==> config.mk <==
export PLATFORM = sky130hd
export DESIGN_NAME = timer16
export DESIGN_NICKNAME = d
export VERILOG_FILES = /design/src/include/timer_pkg.sv /design/src/hdl/timer16.sv /design/src/hdl/prescale_stage.sv
export SDC_FILE = /design/constraint.sdc
export NUM_CORES = 1
export LEC_CHECK = 0
export ABC_AREA = 1
export BUFFER_PORTS_ARGS = -buffer_cell sky130_fd_sc_hd__buf_2
export CAP_MARGIN = 20
export CELL_PAD_IN_SITES_DETAIL_PLACEMENT = 0
export CELL_PAD_IN_SITES_GLOBAL_PLACEMENT = 1
export CORE_ASPECT_RATIO = 1.5
export CORE_UTILIZATION = 30
export CTS_CLUSTER_DIAMETER = 40
export DETAILED_ROUTE_END_ITERATION = 6
export GPL_TIMING_DRIVEN = 0
export PLACE_DENSITY_LB_ADDON = 0.1
export SYNTH_ARGS = -nofsm -noshare
export SYNTH_HDL_FRONTEND = slang
export SYNTH_SLANG_ARGS = --single-unit
export TNS_END_PERCENT = 10
==> constraint.sdc <==
create_clock -name clk_in -period 2.2 [get_ports clk_in]
set_clock_uncertainty 0.1 [all_clocks]
set_input_delay 0 -clock clk_in [delete_from_list [all_inputs] [get_ports clk_in]]
set_output_delay 0 -clock clk_in [all_outputs]
set_load 0.01 [all_outputs]
==> src/include/timer_pkg.sv <==
// Constants shared by the 16-bit timer and its prescale stage.
// Assumes a single 50 MHz system clock and a byte-wide register port.
package timer_pkg;

  // ----------------------------------------------------------------
  // Register offsets
  // ----------------------------------------------------------------
  localparam logic [7:0] OFS_COUNT_LOW      = 8'h20;
  localparam logic [7:0] OFS_COUNT_HIGH     = 8'h21;
  localparam logic [7:0] OFS_MODE_CONTROL   = 8'h27;
  localparam logic [7:0] OFS_STAGE_TWO      = 8'h2e;
  localparam logic [7:0] OFS_PRESCALE_MODE  = 8'h2f;
  localparam logic [7:0] OFS_IRQ_STATUS     = 8'h30;
  localparam logic [7:0] OFS_IRQ_MASK       = 8'h31;

  // ----------------------------------------------------------------
  // Reset values
  // ----------------------------------------------------------------
  localparam logic [7:0] RST_COUNT_BYTE     = 8'hff;
  localparam logic [7:0] RST_MODE           = 8'h00;
  localparam logic [7:0] RST_STAGE_TWO      = 8'hff;

  // ----------------------------------------------------------------
  // Field positions in the mode control register
  // ----------------------------------------------------------------
  localparam int BIT_LOAD_WRITE   = 0;
  localparam int BIT_DIV_LO       = 1;
  localparam int BIT_CLK_SELECT   = 3;
  localparam int BIT_MODE_LO      = 4;
  localparam int BIT_POLARITY     = 6;
  localparam int BIT_COUNT_STOP   = 7;

  // Field positions in the prescaler mode control register
  localparam int BIT_STAGE_TWO_WR = 2;
  localparam int BIT_PRESCALE_OUT = 3;

  // Interrupt status bits
  localparam int IRQ_UNDERFLOW    = 0;
  localparam int IRQ_PULSE_DONE   = 1;
  localparam int IRQ_WIDTH        = 2;

  // Divider timing: system clock divided by 8, 16, 32 or 64
  localparam int DIV_BASE_LOG2    = 3;
  localparam int DIV_WIDTH        = 6;

  typedef enum logic [1:0] {
    MODE_TIMER, MODE_PULSE_OUT, MODE_EVENT, MODE_WIDTH
  } timer_mode_t;

endpackage

==> src/hdl/timer16.sv <==
// Sixteen-bit down-counting timer with reload latch, four modes and
// a prescale stage as an optional count source.
// Assumes a byte register port on the system clock; the counter pin is
// asynchronous and is synchronised here.
//
// Operation
// - Prescale write loads latch, counter unless deferred
// - Output bit low stops prescale stage and clock
// - Counter counts down, reloads after reaching zero
// - Underflow sets the timer interrupt flag
// - Reload n gives underflow every n+1 pulses
// - Two-bit field selects one of four modes
// - Low byte held, high byte commits both
// - Load-write bit chooses immediate or deferred load
// - High read snapshots the low byte for low read
// - Internal source: divided clock or prescaled clock
// - Pulse output toggles pin, polarity sets start
// - Width mode counts at active level, interrupts
//
// Added by the designer: the address-and-strobe port.
`timescale 1ns/1ns
module timer16
  import timer_pkg::*;
#(
  parameter int CWIDTH = 16
) (
  // Clock and reset
  input  wire logic       clk_in,
  input  wire logic       rstn_in,
  // Register port
  input  wire logic [7:0] addr_in,
  input  wire logic [7:0] wdata_in,
  input  wire logic       wr_in,
  input  wire logic       rd_in,
  output logic [7:0]      rdata_out,
  // Counter pin (two-way)
  input  wire logic       counter_pin_in,
  output logic            counter_pin_out,
  output logic            counter_pin_oe_out,
  // Prescaled clock for serial blocks, and interrupt
  output logic            prescaled_clock_out,
  output logic            irq_out
);

  // ----------------------------------------------------------------
  // State
  // ----------------------------------------------------------------
  logic [CWIDTH-1:0]    count_reg, count_next;
  logic [CWIDTH-1:0]    reload_reg, reload_next;
  logic [7:0]           wr_low_reg, wr_low_next;
  logic [7:0]           rd_low_reg, rd_low_next;
  logic [7:0]           mode_reg, mode_next;
  logic [7:0]           pmode_reg, pmode_next;
  logic [2:0]           status_reg, status_next;
  logic [2:0]           mask_reg, mask_next;
  logic [7:0]           rdata_reg, rdata_next;
  logic                 pin_reg, pin_next;
  logic                 oe_reg, oe_next;
  logic                 irq_reg, irq_next;
  logic                 pclk_reg;
  logic [DIV_WIDTH-1:0] div_reg;
  logic                 sync1_reg, sync2_reg, sync3_reg;
  logic                 stage_tick;
  logic [7:0]           stage_latch;

  // Decoded control fields
  timer_mode_t mode;
  logic        polarity, stop, use_prescale, load_only;
  assign mode         = timer_mode_t'(mode_reg[BIT_MODE_LO +: 2]);
  assign polarity     = mode_reg[BIT_POLARITY];
  assign stop         = mode_reg[BIT_COUNT_STOP];
  assign use_prescale = mode_reg[BIT_CLK_SELECT];
  assign load_only    = mode_reg[BIT_LOAD_WRITE];

  // Byte-lane write decode used by several registers
  function automatic logic wr_hit(input logic [7:0] a, input logic [7:0] ofs, input logic w);
    return w && (a == ofs);
  endfunction

  // ----------------------------------------------------------------
  // Clock divider and pin synchroniser
  // ----------------------------------------------------------------
  // Free-running divider; enables are one-cycle pulses, never clocks
  always_ff @(posedge clk_in or negedge rstn_in) begin
    if (!rstn_in) begin
      div_reg   <= '0;
      sync1_reg <= 1'b0;
      sync2_reg <= 1'b0;
      sync3_reg <= 1'b0;
    end else begin
      div_reg   <= div_reg + 1'b1;
      sync1_reg <= counter_pin_in;
      sync2_reg <= sync1_reg;
      sync3_reg <= sync2_reg;
    end
  end

  // Divided-clock enable: low 3..6 bits all ones
  logic [1:0] div_sel;
  logic       div_tick;
  assign div_sel  = mode_reg[BIT_DIV_LO +: 2];
  always_comb begin
    case (div_sel)
      2'h0:    div_tick = &div_reg[DIV_BASE_LOG2-1:0];
      2'h1:    div_tick = &div_reg[DIV_BASE_LOG2:0];
      2'h2:    div_tick = &div_reg[DIV_BASE_LOG2+1:0];
      default: div_tick = &div_reg[DIV_BASE_LOG2+2:0];
    endcase
  end

  // Second prescale stage, clocked every system clock
  prescale_stage #(.WIDTH(8)) u_stage (
    .clk_in        (clk_in),
    .rstn_in       (rstn_in),
    .count_in      (1'b1),
    .enable_in     (pmode_reg[BIT_PRESCALE_OUT]),
    .latch_only_in (pmode_reg[BIT_STAGE_TWO_WR]),
    .write_in      (wr_hit(addr_in, OFS_STAGE_TWO, wr_in)),
    .wdata_in      (wdata_in),
    .tick_out      (stage_tick),
    .latch_out     (stage_latch)
  );

  // ----------------------------------------------------------------
  // Count source selection
  // ----------------------------------------------------------------
  logic internal_tick, pin_rise, pin_fall, edge_tick, pin_active, count_pulse;
  // A stage tick already in flight when the output bit drops must not reach the timer
  assign internal_tick = use_prescale ? (stage_tick & pmode_reg[BIT_PRESCALE_OUT]) : div_tick;
  assign pin_rise      = sync2_reg & ~sync3_reg;
  assign pin_fall      = ~sync2_reg & sync3_reg;
  assign edge_tick     = polarity ? pin_fall : pin_rise;
  assign pin_active    = polarity ? ~sync2_reg : sync2_reg;

  // Timer and pulse-output modes share the internal tick, event and width modes pick their own; stop gates all of them
  always_comb begin
    case (mode)
      MODE_EVENT: count_pulse = edge_tick;
      MODE_WIDTH: count_pulse = internal_tick && pin_active;
      default:    count_pulse = internal_tick;
    endcase
    if (stop) begin
      count_pulse = 1'b0;
    end
  end

  // ----------------------------------------------------------------
  // Counter, latches, registers, interrupt
  // ----------------------------------------------------------------
  logic underflow, width_done, commit;
  assign underflow  = count_pulse && (count_reg == '0);
  assign width_done = (mode == MODE_WIDTH) && (polarity ? pin_rise : pin_fall);
  assign commit     = wr_hit(addr_in, OFS_COUNT_HIGH, wr_in);

  always_comb begin
    count_next  = count_reg;
    reload_next = reload_reg;
    wr_low_next = wr_low_reg;
    rd_low_next = rd_low_reg;
    mode_next   = mode_reg;
    pmode_next  = pmode_reg;
    mask_next   = mask_reg;
    status_next = status_reg;
    pin_next    = pin_reg;
    oe_next     = (mode == MODE_PULSE_OUT);
    rdata_next  = 8'h00;
    // Count down, reload from latch after zero
    if (underflow) begin
      count_next = reload_reg;
    end else if (count_pulse) begin
      count_next = count_reg - 1'b1;
    end
    // Low byte parks in the holding register until the high byte arrives
    if (wr_hit(addr_in, OFS_COUNT_LOW, wr_in)) begin
      wr_low_next = wdata_in;
    end
    if (commit) begin
      reload_next = {wdata_in, wr_low_reg};
      if (!load_only || underflow) begin
        count_next = {wdata_in, wr_low_reg};
      end
    end
    if (wr_hit(addr_in, OFS_MODE_CONTROL, wr_in)) begin
      mode_next = wdata_in;
      // Pulse output starts at the level opposite the polarity bit
      pin_next  = ~wdata_in[BIT_POLARITY];
    end
    if (wr_hit(addr_in, OFS_PRESCALE_MODE, wr_in)) begin
      pmode_next = {4'h0, wdata_in[3:0]};
    end
    if (wr_hit(addr_in, OFS_IRQ_MASK, wr_in)) begin
      mask_next = wdata_in[2:0];
    end
    if (wr_hit(addr_in, OFS_IRQ_STATUS, wr_in)) begin
      status_next = status_next & ~wdata_in[2:0];
    end
    if (underflow && mode == MODE_PULSE_OUT) begin
      pin_next = ~pin_reg;
    end
    // Set wins over a simultaneous clear
    status_next[IRQ_UNDERFLOW] = status_next[IRQ_UNDERFLOW] | underflow;
    status_next[IRQ_WIDTH]     = status_next[IRQ_WIDTH] | width_done;
    status_next[IRQ_PULSE_DONE] = status_next[IRQ_PULSE_DONE] | stage_tick;
    // Read path; high read snapshots the low byte for the next low read
    if (rd_in) begin
      case (addr_in)
        OFS_COUNT_HIGH: begin
          rdata_next  = count_reg[15:8];
          rd_low_next = count_reg[7:0];
        end
        OFS_COUNT_LOW:     rdata_next = rd_low_reg;
        OFS_MODE_CONTROL:  rdata_next = mode_reg;
        OFS_STAGE_TWO:     rdata_next = stage_latch;
        OFS_PRESCALE_MODE: rdata_next = pmode_reg;
        OFS_IRQ_STATUS:    rdata_next = {5'h00, status_reg};
        OFS_IRQ_MASK:      rdata_next = {5'h00, mask_reg};
        default:           rdata_next = 8'h00;
      endcase
    end
    irq_next = |(status_next & mask_next);
  end

  always_ff @(posedge clk_in or negedge rstn_in) begin
    if (!rstn_in) begin
      count_reg  <= {RST_COUNT_BYTE, RST_COUNT_BYTE};
      reload_reg <= {RST_COUNT_BYTE, RST_COUNT_BYTE};
      wr_low_reg <= RST_COUNT_BYTE;
      rd_low_reg <= RST_COUNT_BYTE;
      mode_reg   <= RST_MODE;
      pmode_reg  <= RST_MODE;
      status_reg <= '0;
      mask_reg   <= '0;
      rdata_reg  <= 8'h00;
      pin_reg    <= 1'b1;
      oe_reg     <= 1'b0;
      irq_reg    <= 1'b0;
      pclk_reg   <= 1'b0;
    end else begin
      count_reg  <= count_next;
      reload_reg <= reload_next;
      wr_low_reg <= wr_low_next;
      rd_low_reg <= rd_low_next;
      mode_reg   <= mode_next;
      pmode_reg  <= pmode_next;
      status_reg <= status_next;
      mask_reg   <= mask_next;
      rdata_reg  <= rdata_next;
      pin_reg    <= pin_next;
      oe_reg     <= oe_next;
      irq_reg    <= irq_next;
      pclk_reg   <= stage_tick & pmode_reg[BIT_PRESCALE_OUT];
    end
  end

  assign rdata_out           = rdata_reg;
  assign counter_pin_out     = pin_reg;
  assign counter_pin_oe_out  = oe_reg;
  assign prescaled_clock_out = pclk_reg;
  assign irq_out             = irq_reg;

  // ----------------------------------------------------------------
  // Assertions
  // ----------------------------------------------------------------
  property p_underflow_reload;
    @(posedge clk_in) disable iff (!rstn_in)
      (underflow && !commit) |=> (count_reg == $past(reload_reg));
  endproperty
  a_underflow_reload: assert property (p_underflow_reload) else $error("no reload on underflow");

  property p_underflow_flag;
    @(posedge clk_in) disable iff (!rstn_in)
      underflow |=> status_reg[IRQ_UNDERFLOW];
  endproperty
  a_underflow_flag: assert property (p_underflow_flag) else $error("underflow flag not set");

  property p_stop_holds;
    @(posedge clk_in) disable iff (!rstn_in)
      (stop && !commit) |=> (count_reg == $past(count_reg));
  endproperty
  a_stop_holds: assert property (p_stop_holds) else $error("counter moved while stopped");

  property p_commit_load;
    @(posedge clk_in) disable iff (!rstn_in)
      (commit && !load_only) |=> (count_reg == {$past(wdata_in), $past(wr_low_reg)});
  endproperty
  a_commit_load: assert property (p_commit_load) else $error("immediate load missed");

  property p_snapshot;
    @(posedge clk_in) disable iff (!rstn_in)
      (rd_in && addr_in == OFS_COUNT_HIGH) |=> (rd_low_reg == $past(count_reg[7:0]));
  endproperty
  a_snapshot: assert property (p_snapshot) else $error("low byte not captured");

  property p_toggle;
    @(posedge clk_in) disable iff (!rstn_in)
      (underflow && mode == MODE_PULSE_OUT && !wr_in) |=> (pin_reg != $past(pin_reg));
  endproperty
  a_toggle: assert property (p_toggle) else $error("pin did not toggle");

  property p_width_gate;
    @(posedge clk_in) disable iff (!rstn_in)
      (mode == MODE_WIDTH && !pin_active && !commit) |=> (count_reg == $past(count_reg));
  endproperty
  a_width_gate: assert property (p_width_gate) else $error("counted at inactive level");

  property p_prescale_off;
    @(posedge clk_in) disable iff (!rstn_in)
      !pmode_reg[BIT_PRESCALE_OUT] |=> !prescaled_clock_out;
  endproperty
  a_prescale_off: assert property (p_prescale_off) else $error("prescaled clock not gated");

endmodule

==> src/hdl/prescale_stage.sv <==
// Second prescale stage: 8-bit down counter with reload latch.
// Assumes count_in is a one-cycle enable on the system clock.
`timescale 1ns/1ns
module prescale_stage
  import timer_pkg::*;
#(
  parameter int WIDTH = 8
) (
  // Clock and reset
  input  wire logic             clk_in,
  input  wire logic             rstn_in,
  // Control
  input  wire logic             count_in,
  input  wire logic             enable_in,
  input  wire logic             latch_only_in,
  input  wire logic             write_in,
  input  wire logic [WIDTH-1:0] wdata_in,
  // Output
  output logic                  tick_out,
  output logic [WIDTH-1:0]      latch_out
);

  logic [WIDTH-1:0] count_reg, count_next;
  logic [WIDTH-1:0] latch_reg, latch_next;
  logic             tick_reg, tick_next;

  // Next state: a write loads the latch, and the counter when not latch-only
  always_comb begin
    count_next = count_reg;
    latch_next = latch_reg;
    tick_next  = 1'b0;
    if (enable_in && count_in) begin
      if (count_reg == '0) begin
        count_next = latch_reg;
        tick_next  = 1'b1;
      end else begin
        count_next = count_reg - 1'b1;
      end
    end
    if (write_in) begin
      latch_next = wdata_in;
      if (!latch_only_in) begin
        count_next = wdata_in;
      end else if (enable_in && count_in && count_reg == '0) begin
        count_next = wdata_in;
      end
    end
  end

  // Registers
  always_ff @(posedge clk_in or negedge rstn_in) begin
    if (!rstn_in) begin
      count_reg <= RST_STAGE_TWO;
      latch_reg <= RST_STAGE_TWO;
      tick_reg  <= 1'b0;
    end else begin
      count_reg <= count_next;
      latch_reg <= latch_next;
      tick_reg  <= tick_next;
    end
  end

  assign tick_out  = tick_reg;
  assign latch_out = latch_reg;

endmodule

==> reports/results.ini, run 1 <==
[setup_path]
r2r_start = div_reg[1]$_DFF_PN0_
cp.arrival_ns = 2.35
path_class = flip-flop to flip-flop
cp-start-kind = flip-flop
r2r_slack_ns = 0.05
rr_endpoint = count_reg[11]$_DFF_PN1_
setup.worst_path.end_class = flip-flop
path_max_fanout = 6
cp.required_ns = 2.40
worstRegToRegCells = 18

[routing]
post-route-drc-count = 0
vias_per_cell = 4.86
wl_per_cell_um = 18.2
drt_iter0_drc = 267
wirelength_mm = 17.6
antenna_left = 0
num_vias = 4688
dr.pass1.iters = 5

[logic_synthesis]
syn_area_mm2 = 0.00550
synth_seq_area_share_pct = 48.8
avgSynthCellArea_um2 = 8.11
synthesis.nets = 704
syn_inst = 678
ys_seq_elements = 104
netlist_top_cells_area = dfstp_2 31%, dfrtp_1 18%, nand2_1 11%
ys_types = 38
yosysTopAreaCell = dfstp_2
yosysWarnings = 0
synth_top_area_share_pct = 31.1

[cells_and_area]
finalNetCount = 769
fill_cells = 1919
antenna_cells = 0
drive_gt1_share_pct = 26.7
design_area_mm2 = 0.00662
areaGrowthSynthToFinish_pct = 20.4

[worst_hold_path]
hp-class = primary input to flip-flop
worstHoldEndpoint = wr_low_reg[2]$_DFFE_PN1P_
min_delay_path_depth = 4
min_from = wr_in

[timing]
clock.fmax_mhz = 465
fin_crit_sh_pct = 97.8
finalHoldViolCount = 0
relSlewSlack_pct = 55.1
timing.setup.tns_ns = 0
finalSetupViolations = 0
rsz0062_at_grt = true
min_period_ns = 2.15
drv_slew = 0
tightestPinTransition_ns = 0.674

[pwr]
powerDensity_mw_per_mm2 = 737
p_leak_uw = 0.00312
irDropWorstVdd_uv = 366

[floorplanning]
die_area_mm2 = 0.0189
die_h_um = 168
coreArea_mm2 = 0.0179
ios = 33
die_x_um = 113
start_util_pct = 30.6
fp-row-count = 60

[grt]
grtUsageTotal_pct = 19.6
grt_overflow = 0
grt_pass1_wl_mm = 27.4
antenna_found_initial = 0
grt_pass1_vias = 4788
grt_max_degree = 57

[clocking]
cts.clk_slew.worst_paths_ns = 0.07
clock-sinks = 104
ctsHtreeMaxLevel = 3
clk_latency_ns = 0.36
clock_path_buffers = 2
cts_tree = yes
cts_root_buf = clkbuf_16
cts_buffers = 9

[place]
postPlaceCellArea_mm2 = 0.00596
place_congestion = 0.875
portBuffers = 32
dp_hpwl_mm = 13.1

[run]
cap_viol_max_count = 0

[outcome]
outcome = complete, no violations

==> synth_stat cells (all sizes together) <==
cell type / instances
a211oi: 3
a21oi: 24
a221oi: 4
a31oi: 1
buf: 12
clkbuf: 4
dfrtp: 39
dfstp: 65
ha: 5
inv: 82
mux2: 9
nand2: 172
nand3: 55
nand4: 4
nor2: 92
nor3: 3
o211ai: 3
o21a: 6
o21ai: 69
o21bai: 1
o22ai: 9
o31ai: 2
or2: 1
xnor2: 2
xor2: 11
==> routing by layer <==
| metal | part of all wire, % | track usage [%] | wire [um] |
|---|---|---|---|
| met2 | 53 | 35.5 | 9280 |
| met5 | 0 | 0 | 0 |
| met4 | 3.4 | 8.87 | 589 |
| met3 | 2.6 | 3.02 | 465 |
| met1 | 41 | 22.5 | 7220 |
==> final cells by class <==
type / instances / area, um2 / area share (%)
inverters: 82 / 313 / 4.73
repair buffers: 55 / 445 / 6.73
clock inverters: 5 / 58.8 / 0.888
clock buffers: 11 / 233 / 3.52
flip-flops and latches: 104 / 2680 / 40.5
well taps: 217 / 272 / 4.10
plain buffers: 15 / 111 / 1.68
multi-input cells: 476 / 2500 / 37.8
==> placed cells by master, fill, tap and decap left out, types with 11 or more instances in the layout <==
master and n:
a21oi_1 20, buf_2 36, dfrtp_1 39, dfstp_2 65, dlygate4sd3_1 11, inv_1 72, nand2_1 154, nand2_2 13
nand3_1 51, nor2_1 77, o21ai_0 60, xor2_1 11
==> timing repair <==
item | CTS | global route
setup endpoints to repair | 17 | 25
cloned | 1 | 1
resized for setup | 18 | 22
hold buffers | 11 | 0
endpoints found under the hold margin | 90 | 0
pin swaps | 3 | 20
setup buffers | 4 | 5
==> stage by stage <==
stage               instances  worst slack (ns)  total power (uW)  utilization, %  hold WS (ns)
floorplan                 678             0.217              2900               -        -0.396
global placement          927            -0.226              3190            33.1       0.00832
detailed placement        928            -0.236              3200            33.2      -0.00388
CTS                       960           -0.0361              4920            36.2       0.00772
global route              965            -0.122              5130            36.9        0.0308
finish                    965            0.0481              4880            36.9       0.00526
==> report_power, final <==
part / switching [uW] / internal (uW) / total (uW)
combinational: 525 / 308 / 834
clock: 767 / 885 / 1650
sequential: 179 / 2210 / 2390
==> how the worst max path moves through the flow <==
| stage | startpoint | to |
|---|---|---|
| 6_report | div_reg[1]$_DFF_PN0_ | count_reg[11]$_DFF_PN1_ |
| 5_1_grt | div_reg[1]$_DFF_PN0_ | count_reg[11]$_DFF_PN1_ |
| 4_1_cts | div_reg[0]$_DFF_PN0_ | count_reg[11]$_DFF_PN1_ |
| 3_5_place_dp | count_reg[0]$_DFF_PN1_ | count_reg[9]$_DFF_PN1_ |
| 3_3_place_gp | count_reg[0]$_DFF_PN1_ | count_reg[9]$_DFF_PN1_ |
| 2_1_floorplan | div_reg[0]$_DFF_PN0_ | count_reg[11]$_DFF_PN1_ |
==> logic make-up after synthesis <==
logic type,count (synthesis),synth area share (%)
AND/OR/NAND/NOR,327,26.4
AO/OA/AOI/OAI,122,12.4
XOR/XNOR,13,2.07
buffers and inverters,98,7.39
multiplexers,9,1.84
adder cells (fa/ha/maj),5,1.14
flip-flops,104,48.8
==> worst max-delay path: stages, from the launching register on <==
cell and delay [ns]:
dfrtp_1 0.40, ha_4 0.17, inv_4 0.04, nor2_4 0.09
ha_2 0.18, inv_2 0.03, nand2_2 0.05, nand3_2 0.06
nand3_2 0.07, nand2_2 0.06, nand2_4 0.10, buf_12 0.13
nand2_8 0.07, nor2_4 0.18, buf_8 0.15, nand2_4 0.04
nand2_2 0.05, nor2_1 0.04, nor2_1 0.09
(Power assumes the default switching activity.)
==> run 2: changes to the inputs <==
- PLACE_DENSITY_LB_ADDON: 0.1 -> 0.05
- SLEW_MARGIN: default -> 20
==> reports/results.ini, run 2 (synthesis gave the netlist of run 1 again) <==
[outcome]
outcome = complete, no violations

[cells_and_area]
final_cell_mix = 155 x nand2_1, 75 x nor2_1, 71 x inv_1
areaGrowthSynthToFinish_pct = 21.6
layoutNonFillerInstCount = 972
drive_gt1_share_pct = 27.5
antenna_cells = 0
multi_input_area_mm2 = 0.00253
finalNetCount = 776
regArea_mm2 = 0.00268
fill_cells = 1900
layout_commonest_cell = nand2_1
design_area_mm2 = 0.00669

[place]
portBuffers = 32
dp_hpwl_mm = 13.2
dp.cells = 928
postPlaceCellArea_mm2 = 0.00596
dp_slack_ns = -0.237
place_congestion = 0.856

[timing]
layout_setup_ws_ns = 0.0515
whs_ns = 0.0343
rsz0062_at_grt = true
drv_slew = 0
fin_crit_sh_pct = 97.7
min_period_ns = 2.15
finalSetupViolations = 0
tightestPinTransition_ns = 0.495
relSlewSlack_pct = 67.0
clock.fmax_mhz = 465
finalHoldViolCount = 0

[floorplanning]
fp-row-count = 60
ios = 33
start_util_pct = 30.6
die_x_um = 113
die_area_mm2 = 0.0189
die_h_um = 168
coreArea_mm2 = 0.0179

[clocking]
cts_buffers = 9
cts_tree = yes
clock-sinks = 104
clock_path_buffers = 2
cts.clk_slew.worst_paths_ns = 0.07
ctsHtreeMaxLevel = 3
clk_latency_ns = 0.36
cts_root_buf = clkbuf_16

[grt]
grt_pass1_vias = 4696
antenna_found_initial = 0
grt_max_degree = 72
grtUsageTotal_pct = 19.5
grt_pass1_wl_mm = 27.2
grt_overflow = 0

[routing]
num_vias = 4690
dr.pass1.iters = 5
antenna_left = 0
wl_per_cell_um = 18.1
drt_iter0_drc = 256
post-route-drc-count = 0
wirelength_mm = 17.6
vias_per_cell = 4.83

[setup_path]
cp_slowest_cell = dfrtp_1
rr_endpoint = count_reg[13]$_DFF_PN1_
cp.required_ns = 2.39
crit_chain = ha_2, inv_2, nor2_4, ha_2, inv_2, nand2_2, nand3_2, nand3_2, nand2_4, nand2_8, nand3_4, nand2_4, nand2_8, buf_12, nand2_4, nor2_2, nor2_1
crit_top_cell = nand2_4
cp.arrival_ns = 2.34
r2r_slack_ns = 0.05
path_class = flip-flop to flip-flop
cpPeakStageDelay_ns = 0.36
worstRegToRegCells = 17
setup.worst_path.end_class = flip-flop
r2r_start = div_reg[1]$_DFF_PN0_
path_max_fanout = 6
cp-start-kind = flip-flop

[pwr]
powerDensity_mw_per_mm2 = 731
irDropWorstVdd_uv = 302
p_leak_uw = 0.00312

[worst_hold_path]
hp-class = primary input to flip-flop
min_delay_path_depth = 4
min_from = wr_in
worstHoldEndpoint = wr_low_reg[0]$_DFFE_PN1P_

[run]
cap_viol_max_count = 0

[run 2: where the power goes]
| group | leakage (uW) | internal [uW] | switching (uW) |
|---|---|---|---|
| Combinational | 0.00183 | 313 | 530 |
| Clock | 0.000139 | 890 | 759 |
| Sequential | 0.00115 | 2210 | 185 |
| Total | 0.00312 | 3420 | 1470 |
[run 2: per-layer routing]
metal  global-route usage (%)  up-vias  share of wire [%]  wire length (um)
li1                         -     2344                  -                 -
met1                     22.9     2247                 42              7370
met2                     35.6       73                 53              9340
met3                     2.45       26                2.1               371
met4                     8.06        0                3.1               552
met5                        0        -                  0                 0
[run 2: how the worst max path moves through the flow]
stage                               startpoint                      end  slack (ns)  cells past startpoint
after floorplan           div_reg[0]$_DFF_PN0_  count_reg[11]$_DFF_PN1_        0.22                     16
after global placement    div_reg[0]$_DFF_PN0_  count_reg[11]$_DFF_PN1_       -0.24                     16
after detailed placement  div_reg[0]$_DFF_PN0_  count_reg[11]$_DFF_PN1_       -0.24                     16
after CTS                 div_reg[0]$_DFF_PN0_  count_reg[13]$_DFF_PN1_       -0.03                     17
after global routing      div_reg[1]$_DFF_PN0_  count_reg[13]$_DFF_PN1_       -0.10                     17
final                     div_reg[1]$_DFF_PN0_  count_reg[13]$_DFF_PN1_        0.05                     17
[run 2: repair_timing]
item | in CTS | in global routing
gates cloned | 0 | 2
pin swaps | 2 | 16
endpoints found under the hold margin | 97 | 0
gates resized for setup | 13 | 32
setup endpoints to repair | 17 | 26
buffers inserted | 6 | 7
hold buffers | 13 | 0
[run 2: per-stage QoR]
step	setup TNS [ns]	util, %	power (uW)
4_1_cts	-0.245	36.1	4920
3_3_place_gp	-8.19	33.1	3200
5_1_grt	-1.06	37.3	5170
2_1_floorplan	0	-	2900
6_report	0	37.3	4890
3_5_place_dp	-2.70	33.2	3220
[run 2: area by class of cell]
type	count	area share [%]
Buffer	16	1.98
Clock buffer	10	3.42
Clock inverter	6	1.01
Inverter	82	4.70
Multi-Input combinational cell	477	37.9
Sequential cell	104	40.1
Tap cell	217	4.06
Timing Repair Buffer	60	6.79
[run 2: worst max-delay path, delay by kind of cell, from the launching register on]
family                     cells  cell delay (ns)
adders and majority gates      2             0.36
DFF                            1             0.36
buffers and inverters          3             0.24
and+or+nand+nor               12             1.00
